<file path="src/hdl/tmr_pkg.sv">
package tmr_pkg;

	// ----------------------------------------------------------
	// Bus layout.
	// ----------------------------------------------------------
	localparam int DW = 16;
	localparam int AW = 8;
	localparam int NCH = 4;
	localparam logic [AW-1:0] ADDR_CTRL = 8'h00;
	localparam logic [AW-1:0] ADDR_DMA_EN = 8'h08;
	localparam logic [AW-1:0] ADDR_IRQ_EN = 8'h0C;
	localparam logic [AW-1:0] ADDR_STS = 8'h10;
	localparam logic [AW-1:0] ADDR_CEG = 8'h14;
	localparam logic [AW-1:0] ADDR_CNT = 8'h24;
	localparam logic [AW-1:0] ADDR_PSC = 8'h28;
	localparam logic [AW-1:0] ADDR_ARR = 8'h2C;
	localparam logic [AW-1:0] ADDR_CC_BASE = 8'h34;
	localparam logic [AW-1:0] ADDR_CC_STEP = 8'h04;
	localparam logic [AW-1:0] ADDR_IRQ_PEND = 8'h44;

	// ----------------------------------------------------------
	// Field positions.
	// ----------------------------------------------------------
	localparam int STS_UPD = 0;
	localparam int STS_CH = 1;
	localparam int STS_COM = 5;
	localparam int STS_TRG = 6;
	localparam int STS_BRK = 7;
	localparam int STS_OVC = 9;
	localparam int CEG_UPD = 0;
	localparam int CEG_CH = 1;
	localparam int CEG_W = 4;
	localparam int DMA_CH = 1;

	// ----------------------------------------------------------
	// Reset values and masks.
	// ----------------------------------------------------------
	localparam logic [DW-1:0] RST_REG = 16'h0000;
	localparam logic [DW-1:0] CTRL_MASK = 16'h00F7;
	localparam logic [DW-1:0] EN_MASK = 16'h1EFF;

	// Control word: counting mode and per channel direction.
	typedef struct packed {
		logic [7:0] unused;
		logic [3:0] chan_input;
		logic rsv;
		logic center;
		logic down;
		logic en;
	} ctrl_t;

endpackage : tmr_pkg

</file>
<file path="src/hdl/chan_unit.sv">
`timescale 1ns/1ps
module chan_unit #(
	parameter int W = 16
) (
	// Clock and reset.
	input wire logic i_ref_clk,
	input wire logic i_nrst,
	// Mode and events.
	input wire logic i_is_input,
	input wire logic i_cap,
	input wire logic i_force,
	input wire logic i_tick,
	input wire logic [W-1:0] i_cnt,
	// Software access.
	input wire logic i_wr_val,
	input wire logic [W-1:0] i_wdata,
	input wire logic i_clr_flag,
	input wire logic i_clr_ovc,
	input wire logic i_rd_val,
	// State.
	output logic o_flag,
	output logic o_ovc,
	output logic [W-1:0] o_value,
	output logic o_set
);

	logic cap;
	logic hit;
	logic set;
	logic next_flag;
	logic next_ovc;
	logic next_set;
	logic [W-1:0] next_value;

	// Capture and compare share one flag; a set beats any clear.
	always_comb begin
		cap = i_is_input & (i_cap | i_force);
		hit = ~i_is_input & ((i_tick & (i_cnt == o_value)) | i_force);
		set = cap | hit;
		next_set = set;
		next_flag = set | (o_flag & ~i_clr_flag & ~i_rd_val);
		next_ovc = (cap & o_flag) | (o_ovc & ~i_clr_ovc);
		next_value = o_value;
		if (cap) begin
			next_value = i_cnt;
		end else if (i_wr_val & ~i_is_input) begin
			next_value = i_wdata;
		end
	end

	// Channel state registers.
	always_ff @(posedge i_ref_clk) begin
		if (!i_nrst) begin
			o_flag <= 1'b0;
			o_ovc <= 1'b0;
			o_set <= 1'b0;
			o_value <= '0;
		end else begin
			o_flag <= next_flag;
			o_ovc <= next_ovc;
			o_set <= next_set;
			o_value <= next_value;
		end
	end
endmodule : chan_unit

</file>
<file path="src/hdl/timer_status_evgen.sv">
// Our own choice: the address-and-strobe port.
`timescale 1ns/1ps
module timer_status_evgen (
	// Clock and reset.
	input wire logic i_ref_clk,
	input wire logic i_nrst,
	// Register port.
	input wire logic [tmr_pkg::AW-1:0] i_addr,
	input wire logic [tmr_pkg::DW-1:0] i_wdata,
	input wire logic i_wr,
	input wire logic i_rd,
	output logic [tmr_pkg::DW-1:0] o_rdata,
	// Event sources.
	input wire logic i_trigger_evt,
	input wire logic i_commutation_evt,
	input wire logic i_brake_pin,
	input wire logic [tmr_pkg::NCH-1:0] i_chan_pin,
	// Event outputs.
	output logic o_irq,
	output logic [tmr_pkg::NCH-1:0] o_dma_req,
	output logic o_update_evt,
	output logic [tmr_pkg::DW-1:0] o_counter
);

	localparam int NCH = tmr_pkg::NCH;
	localparam int NPIN = NCH + 1;

	// ----------------------------------------------------------
	// Pin synchronisers.
	// ----------------------------------------------------------
	logic [NPIN-1:0] s1;
	logic [NPIN-1:0] s2;
	logic [NPIN-1:0] s3;
	logic [NPIN-1:0] pin_st;
	logic [NPIN-1:0] next_s1;
	logic [NPIN-1:0] next_pin_st;
	logic [NCH-1:0] cap_rise;
	logic brake_on;

	// A pin level counts only once the last two stages agree.
	always_comb begin
		next_s1 = {i_brake_pin, i_chan_pin};
		for (int b = 0; b < NPIN; b++) begin
			next_pin_st[b] = (s2[b] == s3[b]) ? s3[b] : pin_st[b];
		end
		cap_rise = next_pin_st[NCH-1:0] & ~pin_st[NCH-1:0];
		brake_on = pin_st[NCH];
	end

	// Synchroniser stages.
	always_ff @(posedge i_ref_clk) begin
		if (!i_nrst) begin
			s1 <= '0;
			s2 <= '0;
			s3 <= '0;
			pin_st <= '0;
		end else begin
			s1 <= next_s1;
			s2 <= s1;
			s3 <= s2;
			pin_st <= next_pin_st;
		end
	end

	// ----------------------------------------------------------
	// Register file.
	// ----------------------------------------------------------
	tmr_pkg::ctrl_t ctrl;
	tmr_pkg::ctrl_t next_ctrl;
	logic [tmr_pkg::DW-1:0] dma_en;
	logic [tmr_pkg::DW-1:0] irq_en;
	logic [tmr_pkg::DW-1:0] psc;
	logic [tmr_pkg::DW-1:0] arr;
	logic [tmr_pkg::DW-1:0] next_dma_en;
	logic [tmr_pkg::DW-1:0] next_irq_en;
	logic [tmr_pkg::DW-1:0] next_psc;
	logic [tmr_pkg::DW-1:0] next_arr;
	logic [tmr_pkg::CEG_W-1:0] ceg;
	logic [tmr_pkg::CEG_W-1:0] next_ceg;
	logic wr_sts;
	logic wr_ceg;
	logic wr_psc;
	logic rd_pend;
	logic [NCH-1:0] wr_cc;
	logic [NCH-1:0] rd_cc;
	logic [tmr_pkg::DW-1:0] sts_clr;
	logic force_upd;
	logic [NCH-1:0] force_ch;

	// Address decode and software writes.
	always_comb begin
		wr_sts = i_wr && (i_addr == tmr_pkg::ADDR_STS);
		wr_ceg = i_wr && (i_addr == tmr_pkg::ADDR_CEG);
		wr_psc = i_wr && (i_addr == tmr_pkg::ADDR_PSC);
		rd_pend = i_rd && (i_addr == tmr_pkg::ADDR_IRQ_PEND);
		for (int k = 0; k < NCH; k++) begin
			wr_cc[k] = i_wr && (i_addr == tmr_pkg::ADDR_CC_BASE
				+ tmr_pkg::AW'(k) * tmr_pkg::ADDR_CC_STEP);
			rd_cc[k] = i_rd && (i_addr == tmr_pkg::ADDR_CC_BASE
				+ tmr_pkg::AW'(k) * tmr_pkg::ADDR_CC_STEP);
		end
		sts_clr = wr_sts ? ~i_wdata : '0;
		next_ctrl = ctrl;
		next_dma_en = dma_en;
		next_irq_en = irq_en;
		next_psc = psc;
		next_arr = arr;
		if (i_wr && (i_addr == tmr_pkg::ADDR_CTRL)) begin
			next_ctrl = tmr_pkg::ctrl_t'(i_wdata & tmr_pkg::CTRL_MASK);
		end
		if (i_wr && (i_addr == tmr_pkg::ADDR_DMA_EN)) begin
			next_dma_en = i_wdata & tmr_pkg::EN_MASK;
		end
		if (i_wr && (i_addr == tmr_pkg::ADDR_IRQ_EN)) begin
			next_irq_en = i_wdata & tmr_pkg::EN_MASK;
		end
		if (wr_psc) begin
			next_psc = i_wdata;
		end
		if (i_wr && (i_addr == tmr_pkg::ADDR_ARR)) begin
			next_arr = i_wdata;
		end
		// Force bits live one cycle, then fall back to zero.
		next_ceg = wr_ceg ? i_wdata[tmr_pkg::CEG_W-1:0] : '0;
		force_upd = ceg[tmr_pkg::CEG_UPD];
		// Channel 4 has no force bit in this block.
		force_ch = {1'b0, ceg[tmr_pkg::CEG_W-1:tmr_pkg::CEG_CH]};
	end

	// Software visible registers.
	always_ff @(posedge i_ref_clk) begin
		if (!i_nrst) begin
			ctrl <= tmr_pkg::ctrl_t'(tmr_pkg::RST_REG);
			dma_en <= tmr_pkg::RST_REG;
			irq_en <= tmr_pkg::RST_REG;
			psc <= tmr_pkg::RST_REG;
			arr <= tmr_pkg::RST_REG;
			ceg <= '0;
		end else begin
			ctrl <= next_ctrl;
			dma_en <= next_dma_en;
			irq_en <= next_irq_en;
			psc <= next_psc;
			arr <= next_arr;
			ceg <= next_ceg;
		end
	end

	// ----------------------------------------------------------
	// Counter and prescaler.
	// ----------------------------------------------------------
	logic [tmr_pkg::DW-1:0] cnt;
	logic [tmr_pkg::DW-1:0] psc_cnt;
	logic ctr_dn;
	logic [tmr_pkg::DW-1:0] next_cnt;
	logic [tmr_pkg::DW-1:0] next_psc_cnt;
	logic next_ctr_dn;
	logic cnt_tick;
	logic ovf;
	logic upd_evt;
	logic load_top;

	// A forced update outranks any count step in the same cycle.
	always_comb begin
		next_cnt = cnt;
		next_psc_cnt = psc_cnt;
		next_ctr_dn = ctr_dn;
		cnt_tick = 1'b0;
		ovf = 1'b0;
		load_top = ctrl.down && !ctrl.center;
		if (force_upd) begin
			next_psc_cnt = '0;
			next_cnt = load_top ? arr : '0;
			next_ctr_dn = load_top;
		end else if (ctrl.en) begin
			if (psc_cnt >= psc) begin
				next_psc_cnt = '0;
				cnt_tick = 1'b1;
			end else begin
				next_psc_cnt = psc_cnt + 16'h0001;
			end
		end
		if (cnt_tick) begin
			if (ctrl.center) begin
				if (!ctr_dn && (cnt >= arr)) begin
					next_ctr_dn = 1'b1;
					next_cnt = cnt - 16'h0001;
					ovf = 1'b1;
				end else if (ctr_dn && (cnt == '0)) begin
					next_ctr_dn = 1'b0;
					next_cnt = cnt + 16'h0001;
					ovf = 1'b1;
				end else begin
					next_cnt = ctr_dn ? cnt - 16'h0001 : cnt + 16'h0001;
				end
			end else if (ctrl.down) begin
				ovf = (cnt == '0);
				next_cnt = ovf ? arr : cnt - 16'h0001;
			end else begin
				ovf = (cnt >= arr);
				next_cnt = ovf ? '0 : cnt + 16'h0001;
			end
		end
		upd_evt = force_upd | ovf;
	end

	// Counter registers.
	always_ff @(posedge i_ref_clk) begin
		if (!i_nrst) begin
			cnt <= '0;
			psc_cnt <= '0;
			ctr_dn <= 1'b0;
		end else begin
			cnt <= next_cnt;
			psc_cnt <= next_psc_cnt;
			ctr_dn <= next_ctr_dn;
		end
	end

	// ----------------------------------------------------------
	// Capture and compare channels.
	// ----------------------------------------------------------
	logic [NCH-1:0] ch_flag;
	logic [NCH-1:0] ch_ovc;
	logic [NCH-1:0] ch_set;
	logic [tmr_pkg::DW-1:0] ch_val [NCH];

	for (genvar g = 0; g < NCH; g++) begin : g_ch
		chan_unit #(.W(tmr_pkg::DW)) u_ch (
			.i_ref_clk(i_ref_clk),
			.i_nrst(i_nrst),
			.i_is_input(ctrl.chan_input[g]),
			.i_cap(cap_rise[g]),
			.i_force(force_ch[g]),
			.i_tick(cnt_tick),
			.i_cnt(cnt),
			.i_wr_val(wr_cc[g]),
			.i_wdata(i_wdata),
			.i_clr_flag(sts_clr[tmr_pkg::STS_CH + g]),
			.i_clr_ovc(sts_clr[tmr_pkg::STS_OVC + g]),
			.i_rd_val(rd_cc[g]),
			.o_flag(ch_flag[g]),
			.o_ovc(ch_ovc[g]),
			.o_value(ch_val[g]),
			.o_set(ch_set[g])
		);
	end

	// ----------------------------------------------------------
	// Status flags, pending events and outputs.
	// ----------------------------------------------------------
	logic upd_f;
	logic com_f;
	logic trg_f;
	logic brk_f;
	logic [NCH-1:0] ovc_prev;
	logic [tmr_pkg::DW-1:0] pend;
	logic [tmr_pkg::DW-1:0] sts;
	logic [tmr_pkg::DW-1:0] ev;
	logic next_upd_f;
	logic next_com_f;
	logic next_trg_f;
	logic next_brk_f;
	logic [tmr_pkg::DW-1:0] next_pend;
	logic [tmr_pkg::DW-1:0] next_rdata;
	logic [NCH-1:0] next_dma;
	logic next_irq;

	// Every hardware set wins over a clear arriving alongside.
	always_comb begin
		next_upd_f = upd_evt | (upd_f & ~sts_clr[tmr_pkg::STS_UPD]);
		next_com_f = i_commutation_evt
			| (com_f & ~sts_clr[tmr_pkg::STS_COM]);
		next_trg_f = i_trigger_evt
			| (trg_f & ~sts_clr[tmr_pkg::STS_TRG]);
		// A clear while the brake is still active has no effect.
		next_brk_f = brake_on | (brk_f & ~sts_clr[tmr_pkg::STS_BRK]);
		sts = '0;
		ev = '0;
		sts[tmr_pkg::STS_UPD] = upd_f;
		sts[tmr_pkg::STS_COM] = com_f;
		sts[tmr_pkg::STS_TRG] = trg_f;
		sts[tmr_pkg::STS_BRK] = brk_f;
		ev[tmr_pkg::STS_UPD] = upd_evt;
		ev[tmr_pkg::STS_COM] = i_commutation_evt;
		ev[tmr_pkg::STS_TRG] = i_trigger_evt;
		ev[tmr_pkg::STS_BRK] = brake_on;
		for (int k = 0; k < NCH; k++) begin
			sts[tmr_pkg::STS_CH + k] = ch_flag[k];
			sts[tmr_pkg::STS_OVC + k] = ch_ovc[k];
			ev[tmr_pkg::STS_CH + k] = ch_set[k];
			ev[tmr_pkg::STS_OVC + k] = ch_ovc[k] & ~ovc_prev[k];
			next_dma[k] = ch_set[k] & dma_en[tmr_pkg::DMA_CH + k];
		end
		next_pend = ev | (pend & ~{tmr_pkg::DW{rd_pend}});
		next_irq = |(next_pend & irq_en);
		next_rdata = '0;
		if (i_rd) begin
			case (i_addr)
				tmr_pkg::ADDR_CTRL: next_rdata = ctrl;
				tmr_pkg::ADDR_DMA_EN: next_rdata = dma_en;
				tmr_pkg::ADDR_IRQ_EN: next_rdata = irq_en;
				tmr_pkg::ADDR_STS: next_rdata = sts;
				tmr_pkg::ADDR_CNT: next_rdata = cnt;
				tmr_pkg::ADDR_PSC: next_rdata = psc;
				tmr_pkg::ADDR_ARR: next_rdata = arr;
				tmr_pkg::ADDR_IRQ_PEND: next_rdata = pend;
				default: next_rdata = '0;
			endcase
			for (int k = 0; k < NCH; k++) begin
				if (rd_cc[k]) begin
					next_rdata = ch_val[k];
				end
			end
		end
	end

	// Flag and output registers.
	always_ff @(posedge i_ref_clk) begin
		if (!i_nrst) begin
			upd_f <= 1'b0;
			com_f <= 1'b0;
			trg_f <= 1'b0;
			brk_f <= 1'b0;
			ovc_prev <= '0;
			pend <= '0;
			o_rdata <= '0;
			o_irq <= 1'b0;
			o_dma_req <= '0;
			o_update_evt <= 1'b0;
		end else begin
			upd_f <= next_upd_f;
			com_f <= next_com_f;
			trg_f <= next_trg_f;
			brk_f <= next_brk_f;
			ovc_prev <= ch_ovc;
			pend <= next_pend;
			o_rdata <= next_rdata;
			o_irq <= next_irq;
			o_dma_req <= next_dma;
			o_update_evt <= upd_evt;
		end
	end

	assign o_counter = cnt;
endmodule : timer_status_evgen

</file>
<file path="config.mk">
export PLATFORM = sky130hd
export DESIGN_NAME = timer_status_evgen
export DESIGN_NICKNAME = d
export VERILOG_FILES = /design/src/hdl/tmr_pkg.sv /design/src/hdl/chan_unit.sv /design/src/hdl/timer_status_evgen.sv
export SDC_FILE = /design/constraint.sdc
export NUM_CORES = 1
export LEC_CHECK = 0
export ABC_AREA = 1
export BUFFER_PORTS_ARGS = -buffer_cell sky130_fd_sc_hd__buf_2
export CAP_MARGIN = 20
export CORE_MARGIN = 5
export CORE_UTILIZATION = 25
export CTS_CLUSTER_DIAMETER = 40
export DETAILED_ROUTE_END_ITERATION = 7
export PLACE_DENSITY = 0.44
export SYNTH_ARGS = -nofsm -noshare
export SYNTH_HDL_FRONTEND = slang
export SYNTH_SLANG_ARGS = --single-unit
</file>
<file path="constraint.sdc">
create_clock -name i_ref_clk -period 2.9 [get_ports i_ref_clk]
set_input_delay 0.58 -clock i_ref_clk [delete_from_list [all_inputs] [get_ports i_ref_clk]]
set_output_delay 0.58 -clock i_ref_clk [all_outputs]
set_load 0.01 [all_outputs]
</file>
# Word level (Yosys, flattened, before mapping)
# Cells that the tools add are included.
# op_classes
add_sub_neg	3
order_cmp	2
eq_ne	21
muxes	42
bitwise	99
n_reduce_logical	32
# op_table
cell	n
16-bit 2-to-1 mux	23
16-bit case mux with 8 select lines	1
16-bit equality test	4
8-bit by 6-bit equality test with 1-bit output (second input constant)	6
1-bit AND	44
16-bit by 1-bit adder with 16-bit output (second input constant)	2
16-bit >= comparator	2
1-bit inverter	25
1-bit OR	23
1-bit logical AND	19
1-bit 2-to-1 mux	17
16-bit by 13-bit AND with 16-bit output	1
16-bit AND	1
8-bit by 4-bit equality test with 1-bit output (second input constant)	2
8-bit by 5-bit equality test with 1-bit output (second input constant)	2
8-bit by 7-bit equality test with 1-bit output (second input constant)	2
16-bit logical NOT	1
16-bit inverter	1
13-bit by 16-bit OR with 16-bit output	1
16-bit OR reduction	1
16-bit by 1-bit subtractor with 16-bit output (second input constant)	1
13-bit 2-to-1 mux	1
13-bit inverter	1
2-bit nonzero test	5
7 further kinds	13
# totals
register_bits	242
in_bits	35
out_inout_bits	38
elab_cells	242

# Depth between registers and ports, before layout
# logic_depth
word_depth	10
mapped_depth	19
mapped_depth_nobuf	19

# Hierarchy
# A second synthesis with hierarchy kept.
# unflattened
hier_cells	2256
area_unflattened_um2	14471.4
# modules_own_cells
mod	instances	cells_each	area_each_um2	seq_area_each_um2
timer_status_evgen	1	1540	10007.1	3323.2
chan_unit	4	179	1116.1	380.4

# Least setup slack after synthesis
# No wires, ideal clock.
# synth_timing
kind	flip-flop to flip-flop
startpoint	register cnt (netlist bit o_counter[1])
endpoint	register cnt (netlist bit o_counter[7])
setup_ns	0.070
t_arrival_ns	2.008
required_ns	2.830
slack_ns	0.822
path_stages_with_launch	16
n_path_buf	2
period_less_slack_ns	2.078
cell_sequence	dfxtp_1 buf_2 clkinv_1 ha_1 inv_1 nor3_1 nand3_1 o21ai_0 inv_1 nand2_2 nand2_1 buf_2 nand2_1 nand2_1 nand2_1 a21oi_1
# synth_via
elab_chain_len	6
elab_cells_between_ends	14
classes_between	add/sub (2); order compare (1); mux (8); reduce/logical (3)
# synth_lines
element	line	source
start: declaration	timer_status_evgen.sv:152	logic [tmr_pkg::DW-1:0] cnt;
start signal: assignment	timer_status_evgen.sv:214	cnt <= next_cnt;
16-bit by 1-bit adder with 16-bit output, or another cell as far along	timer_status_evgen.sv:191, timer_status_evgen.sv:194, timer_status_evgen.sv:201	
16-bit 2-to-1 mux or 1-bit logical AND (tied branches)	timer_status_evgen.sv:194, timer_status_evgen.sv:189	
16-bit 2-to-1 mux	timer_status_evgen.sv:189	end else if (ctr_dn && (cnt == '0)) begin
16-bit 2-to-1 mux	timer_status_evgen.sv:185	if (!ctr_dn && (cnt >= arr)) begin
16-bit 2-to-1 mux *	timer_status_evgen.sv:184	if (ctrl.center) begin
16-bit 2-to-1 mux *	timer_status_evgen.sv:183	if (cnt_tick) begin
# Mark *: on every way between the ends. The rest lies on a longest branch, timed or not.
# A chain may end at the register's enable or synchronous reset.

# Worst setup path in the final report
# layout_timing
startpoint	register arr[15] in the netlist's numbering
endpoint	register cnt (netlist bit o_counter[4])
# layout_via
elab_chain_len	5
elab_cells_between_ends	7
classes_between	order compare (1); mux (5); reduce/logical (1)
# layout_lines
element	line	source
start: declaration	timer_status_evgen.sv:73	logic [tmr_pkg::DW-1:0] arr;
start signal: assignment	timer_status_evgen.sv:137	arr <= tmr_pkg::RST_REG;
start signal: assignment	timer_status_evgen.sv:144	arr <= next_arr;
16-bit >= comparator *	timer_status_evgen.sv:185, timer_status_evgen.sv:200	
16-bit 2-to-1 mux or 1-bit logical AND (tied branches)	timer_status_evgen.sv:201, timer_status_evgen.sv:185	
16-bit 2-to-1 mux (on tied branches)	timer_status_evgen.sv:196, timer_status_evgen.sv:185	
16-bit 2-to-1 mux *	timer_status_evgen.sv:184	
16-bit 2-to-1 mux *	timer_status_evgen.sv:183	
# Marked as above.

==> impl_metrics.json <==
{
  "cp-start-kind": "flip-flop",
  "post-layout-total-power_w": 0.00960,
  "boundaryPins": 73,
  "via_count_of_the_first_global_routing_pass": 13072,
  "fp.dieH_um": 238,
  "io_buffer_count": 72,
  "place_inst": 2646,
  "fin_skew_ps": 18.4,
  "stdcell_count": 2740,
  "synth_common_cells": "nand2_1 (432), dfxtp_1 (242), o21ai_0 (221)",
  "clockRootBuffer": "clkbuf_16",
  "antenna_found_initial": 2,
  "grt_setup_unrepaired": "false",
  "timing.critical_path.buf_inv": 2,
  "route.detailed.vias_per_inst": 5.02,
  "via_count": 13750,
  "post_layout_min_period_ps": 2440,
  "wl_per_cell_um": 21.9,
  "cts.repair_timing.setup_buffer_count": 0,
  "synthToLayoutAreaGrowth_pct": 24.4,
  "post_route_antenna_net_violation_count": 0,
  "synth_top_area_share": 0.371,
  "grt_start_max_net_pins": 107,
  "number_of_nets_in_the_finished_design": 2090,
  "maximum_capacitance_violations": 0,
  "syn-cell-area_mm2": 0.0130,
  "cpLargestDelayFamily": "simple AND/OR/NAND/NOR gates",
  "gpl.final_weighted_congestion": 0.961,
  "clock_sink_count": 242,
  "hold_path_class": "input port to flip-flop",
  "number_of_remaining_drc_errors": 0,
  "tritoncts.num_buffers": 51,
  "yosys.cell_count.top_type": "nand2_1",
  "ys.flop_type": "dfxtp_1",
  "drive_above_1_share": 0.137,
  "total_leakage_power_nw": 6.95,
  "post_cts.resized_instances": 0,
  "routed_wirelength_mm": 60.0,
  "synth_area_leaders": "dfxtp_1 (37%), nand2_1 (12%), o21ai_0 (8.5%), a21oi_1 (6.3%), inv_1 (5.8%)",
  "floorplan.initialDensity": 0.253,
  "synth.distinct_cells": 46,
  "wire_length_of_the_first_global_routing_pass_mm": 87.5,
  "tightestPinTransition_ps": 892,
  "global_route.usage.total": 0.204,
  "critPathMostFrequentCell": "nand2_1",
  "synthesis.instances": 1910,
  "synth_enable_flop_cells": 0,
  "timing.critical_path.fanout_max": 12,
  "timing.max_slew.rel_slack": 0.405,
  "setup_viol": 0,
  "h_tree_levels": 2,
  "power-per-cell-area_mw_per_mm2": 591,
  "dieWidth_um": 238,
  "postSynth.asyncResetShare": 0,
  "yosys_warnings": 0,
  "hold_bufs_at_cts": 0,
  "cp_cell_sequence": "inv_1 > ha_1 > a21oi_1 > o21ai_0 > nor2_1 > nand3_1 > nand2_1 > nand3_1 > nand2_1 > nand2_1 > nand3_1 > nand2_1 > inv_1",
  "clk_latency_ps": 590,
  "required_ps": 3430,
  "timing.critical_path.to_type": "flip-flop",
  "hold_viol": 0,
  "dp_hpwl_mm": 44.4,
  "fmax_mhz": 409,
  "rows": 83,
  "synth-seq-cells": 242,
  "criticalPathCategory": "flip-flop to flip-flop",
  "postLayoutCoreUtil": 0.315,
  "synth_area_per_cell_um2": 6.83,
  "core_area_mm2": 0.0515,
  "worst_ir_drop_vdd_mv": 0.378,
  "max_slew_violations": 0,
  "die_area_mm2": 0.0569,
  "clock_path_buffers": 3,
  "clock_tree_from_tritoncts": "yes",
  "run_status": "completed",
  "syn_nets": 1981,
  "cpPeakStageDelay_ps": 410,
  "ys_seq_area_frac": 0.371,
  "synth_area_leader_cell": "dfxtp_1",
  "gr-total-overflow": 0,
  "clk_pin_slew_worst_paths_ps": 50,
  "drt-pass1-iter-count": 6,
  "drt_first_iter_violations": 1423,
  "period_share": 0.843,
  "worst-endpoint-arrival_ps": 2970,
  "timing.critical_path.slowest_stage_cell": "nand2_1"
}
-- routing by layer --
layer  up-vias  track usage  wire length (um)
li1       6573            -                 -
met1      6436        0.279             26800
met2       609        0.302             25300
met3       130       0.0617              5430
met4         2       0.0814              2510
met5         -            0                19
-- worst paths after layout --
| kind | cells past startpoint | startpoint | to | slack, ps |
|---|---|---|---|---|
| worst min register to register | 2 | s1[0]$_SDFF_PN0_ | s2[0]$_SDFF_PN0_ | 410 |
| worst max-delay path | 13 | arr[15]$_SDFFE_PN0P_ | o_counter[4]$_SDFFE_PN0P_ | 460 |
| worst min-delay path | 3 | i_chan_pin[1] | s1[1]$_SDFF_PN0_ | 170 |
| worst max register to register | 13 | arr[15]$_SDFFE_PN0P_ | o_counter[4]$_SDFFE_PN0P_ | 460 |
-- worst register-to-register path, cell delays in order (launching register included) --
cell and delay, ps:
dfxtp_1 340, inv_1 60, ha_1 310, a21oi_1 150, o21ai_0 100, nor2_1 300
nand3_1 200, nand2_1 410, nand3_1 140, nand2_1 110, nand2_1 70, nand3_1 80
nand2_1 80, inv_1 50
-- cells in the final DEF, fill, tap and decap left out, types with 52 or more instances in the layout --
cell         n
clkbuf_16   52
buf_4       82
inv_1      203
nand3_1    102
nand2_1    432
buf_2       71
a21oi_1    165
nor2_1     127
dfxtp_1    242
o21ai_0    221
-- flip-flops by register name, indices dropped and copies added, names as in the netlist, 5 cells and up --
signal,count
arr,16
pin_st,5
s1,5
g_ch.u_ch.o_value,64
psc_cnt,16
psc,16
ctrl,7
dma_en,12
o_counter,16
s2,5
s3,5
pend,16
irq_en,12
o_rdata,16
-- stage by stage --
step	setup TNS [ps]	setup slack (ps)	hold WS [ps]	cell area [um2]
after global routing	0	155	157	16200
after detailed placement	0	31.3	405	14500
final	0	457	169	16200
after floorplan	0	822	390	13000
after global placement	-7.42	-7.42	401	14500
after CTS	0	458	132	16200
-- layout make-up --
type / count / area, um2
clock buffer: 64 / 1410
sequential: 242 / 4840
fill: 5641 / 35300
timing repair buffer: 154 / 991
inverter: 218 / 818
tap: 680 / 851
clock inverter: 29 / 335
multi-input combinational: 1352 / 6980
antenna: 1 / 2.50
-- logic make-up after synthesis --
kind of cell             count (synthesis)  synth area share
AND/OR/NAND/NOR                        746             0.243
AO/OA/AOI/OAI                          504             0.211
buffers and inverters                  316            0.0962
flip-flops                             242             0.371
XOR/XNOR                                66            0.0443
adder cells (fa/ha/maj)                 36            0.0345
-- report_power, final --
part / internal [W] / switching (W)
clock: 0.00388 / 0.00205
sequential: 0.00335 / 0.00000944
combinational: 0.0000754 / 0.000234
No activity file was read; power rests on OpenSTA's default activity.
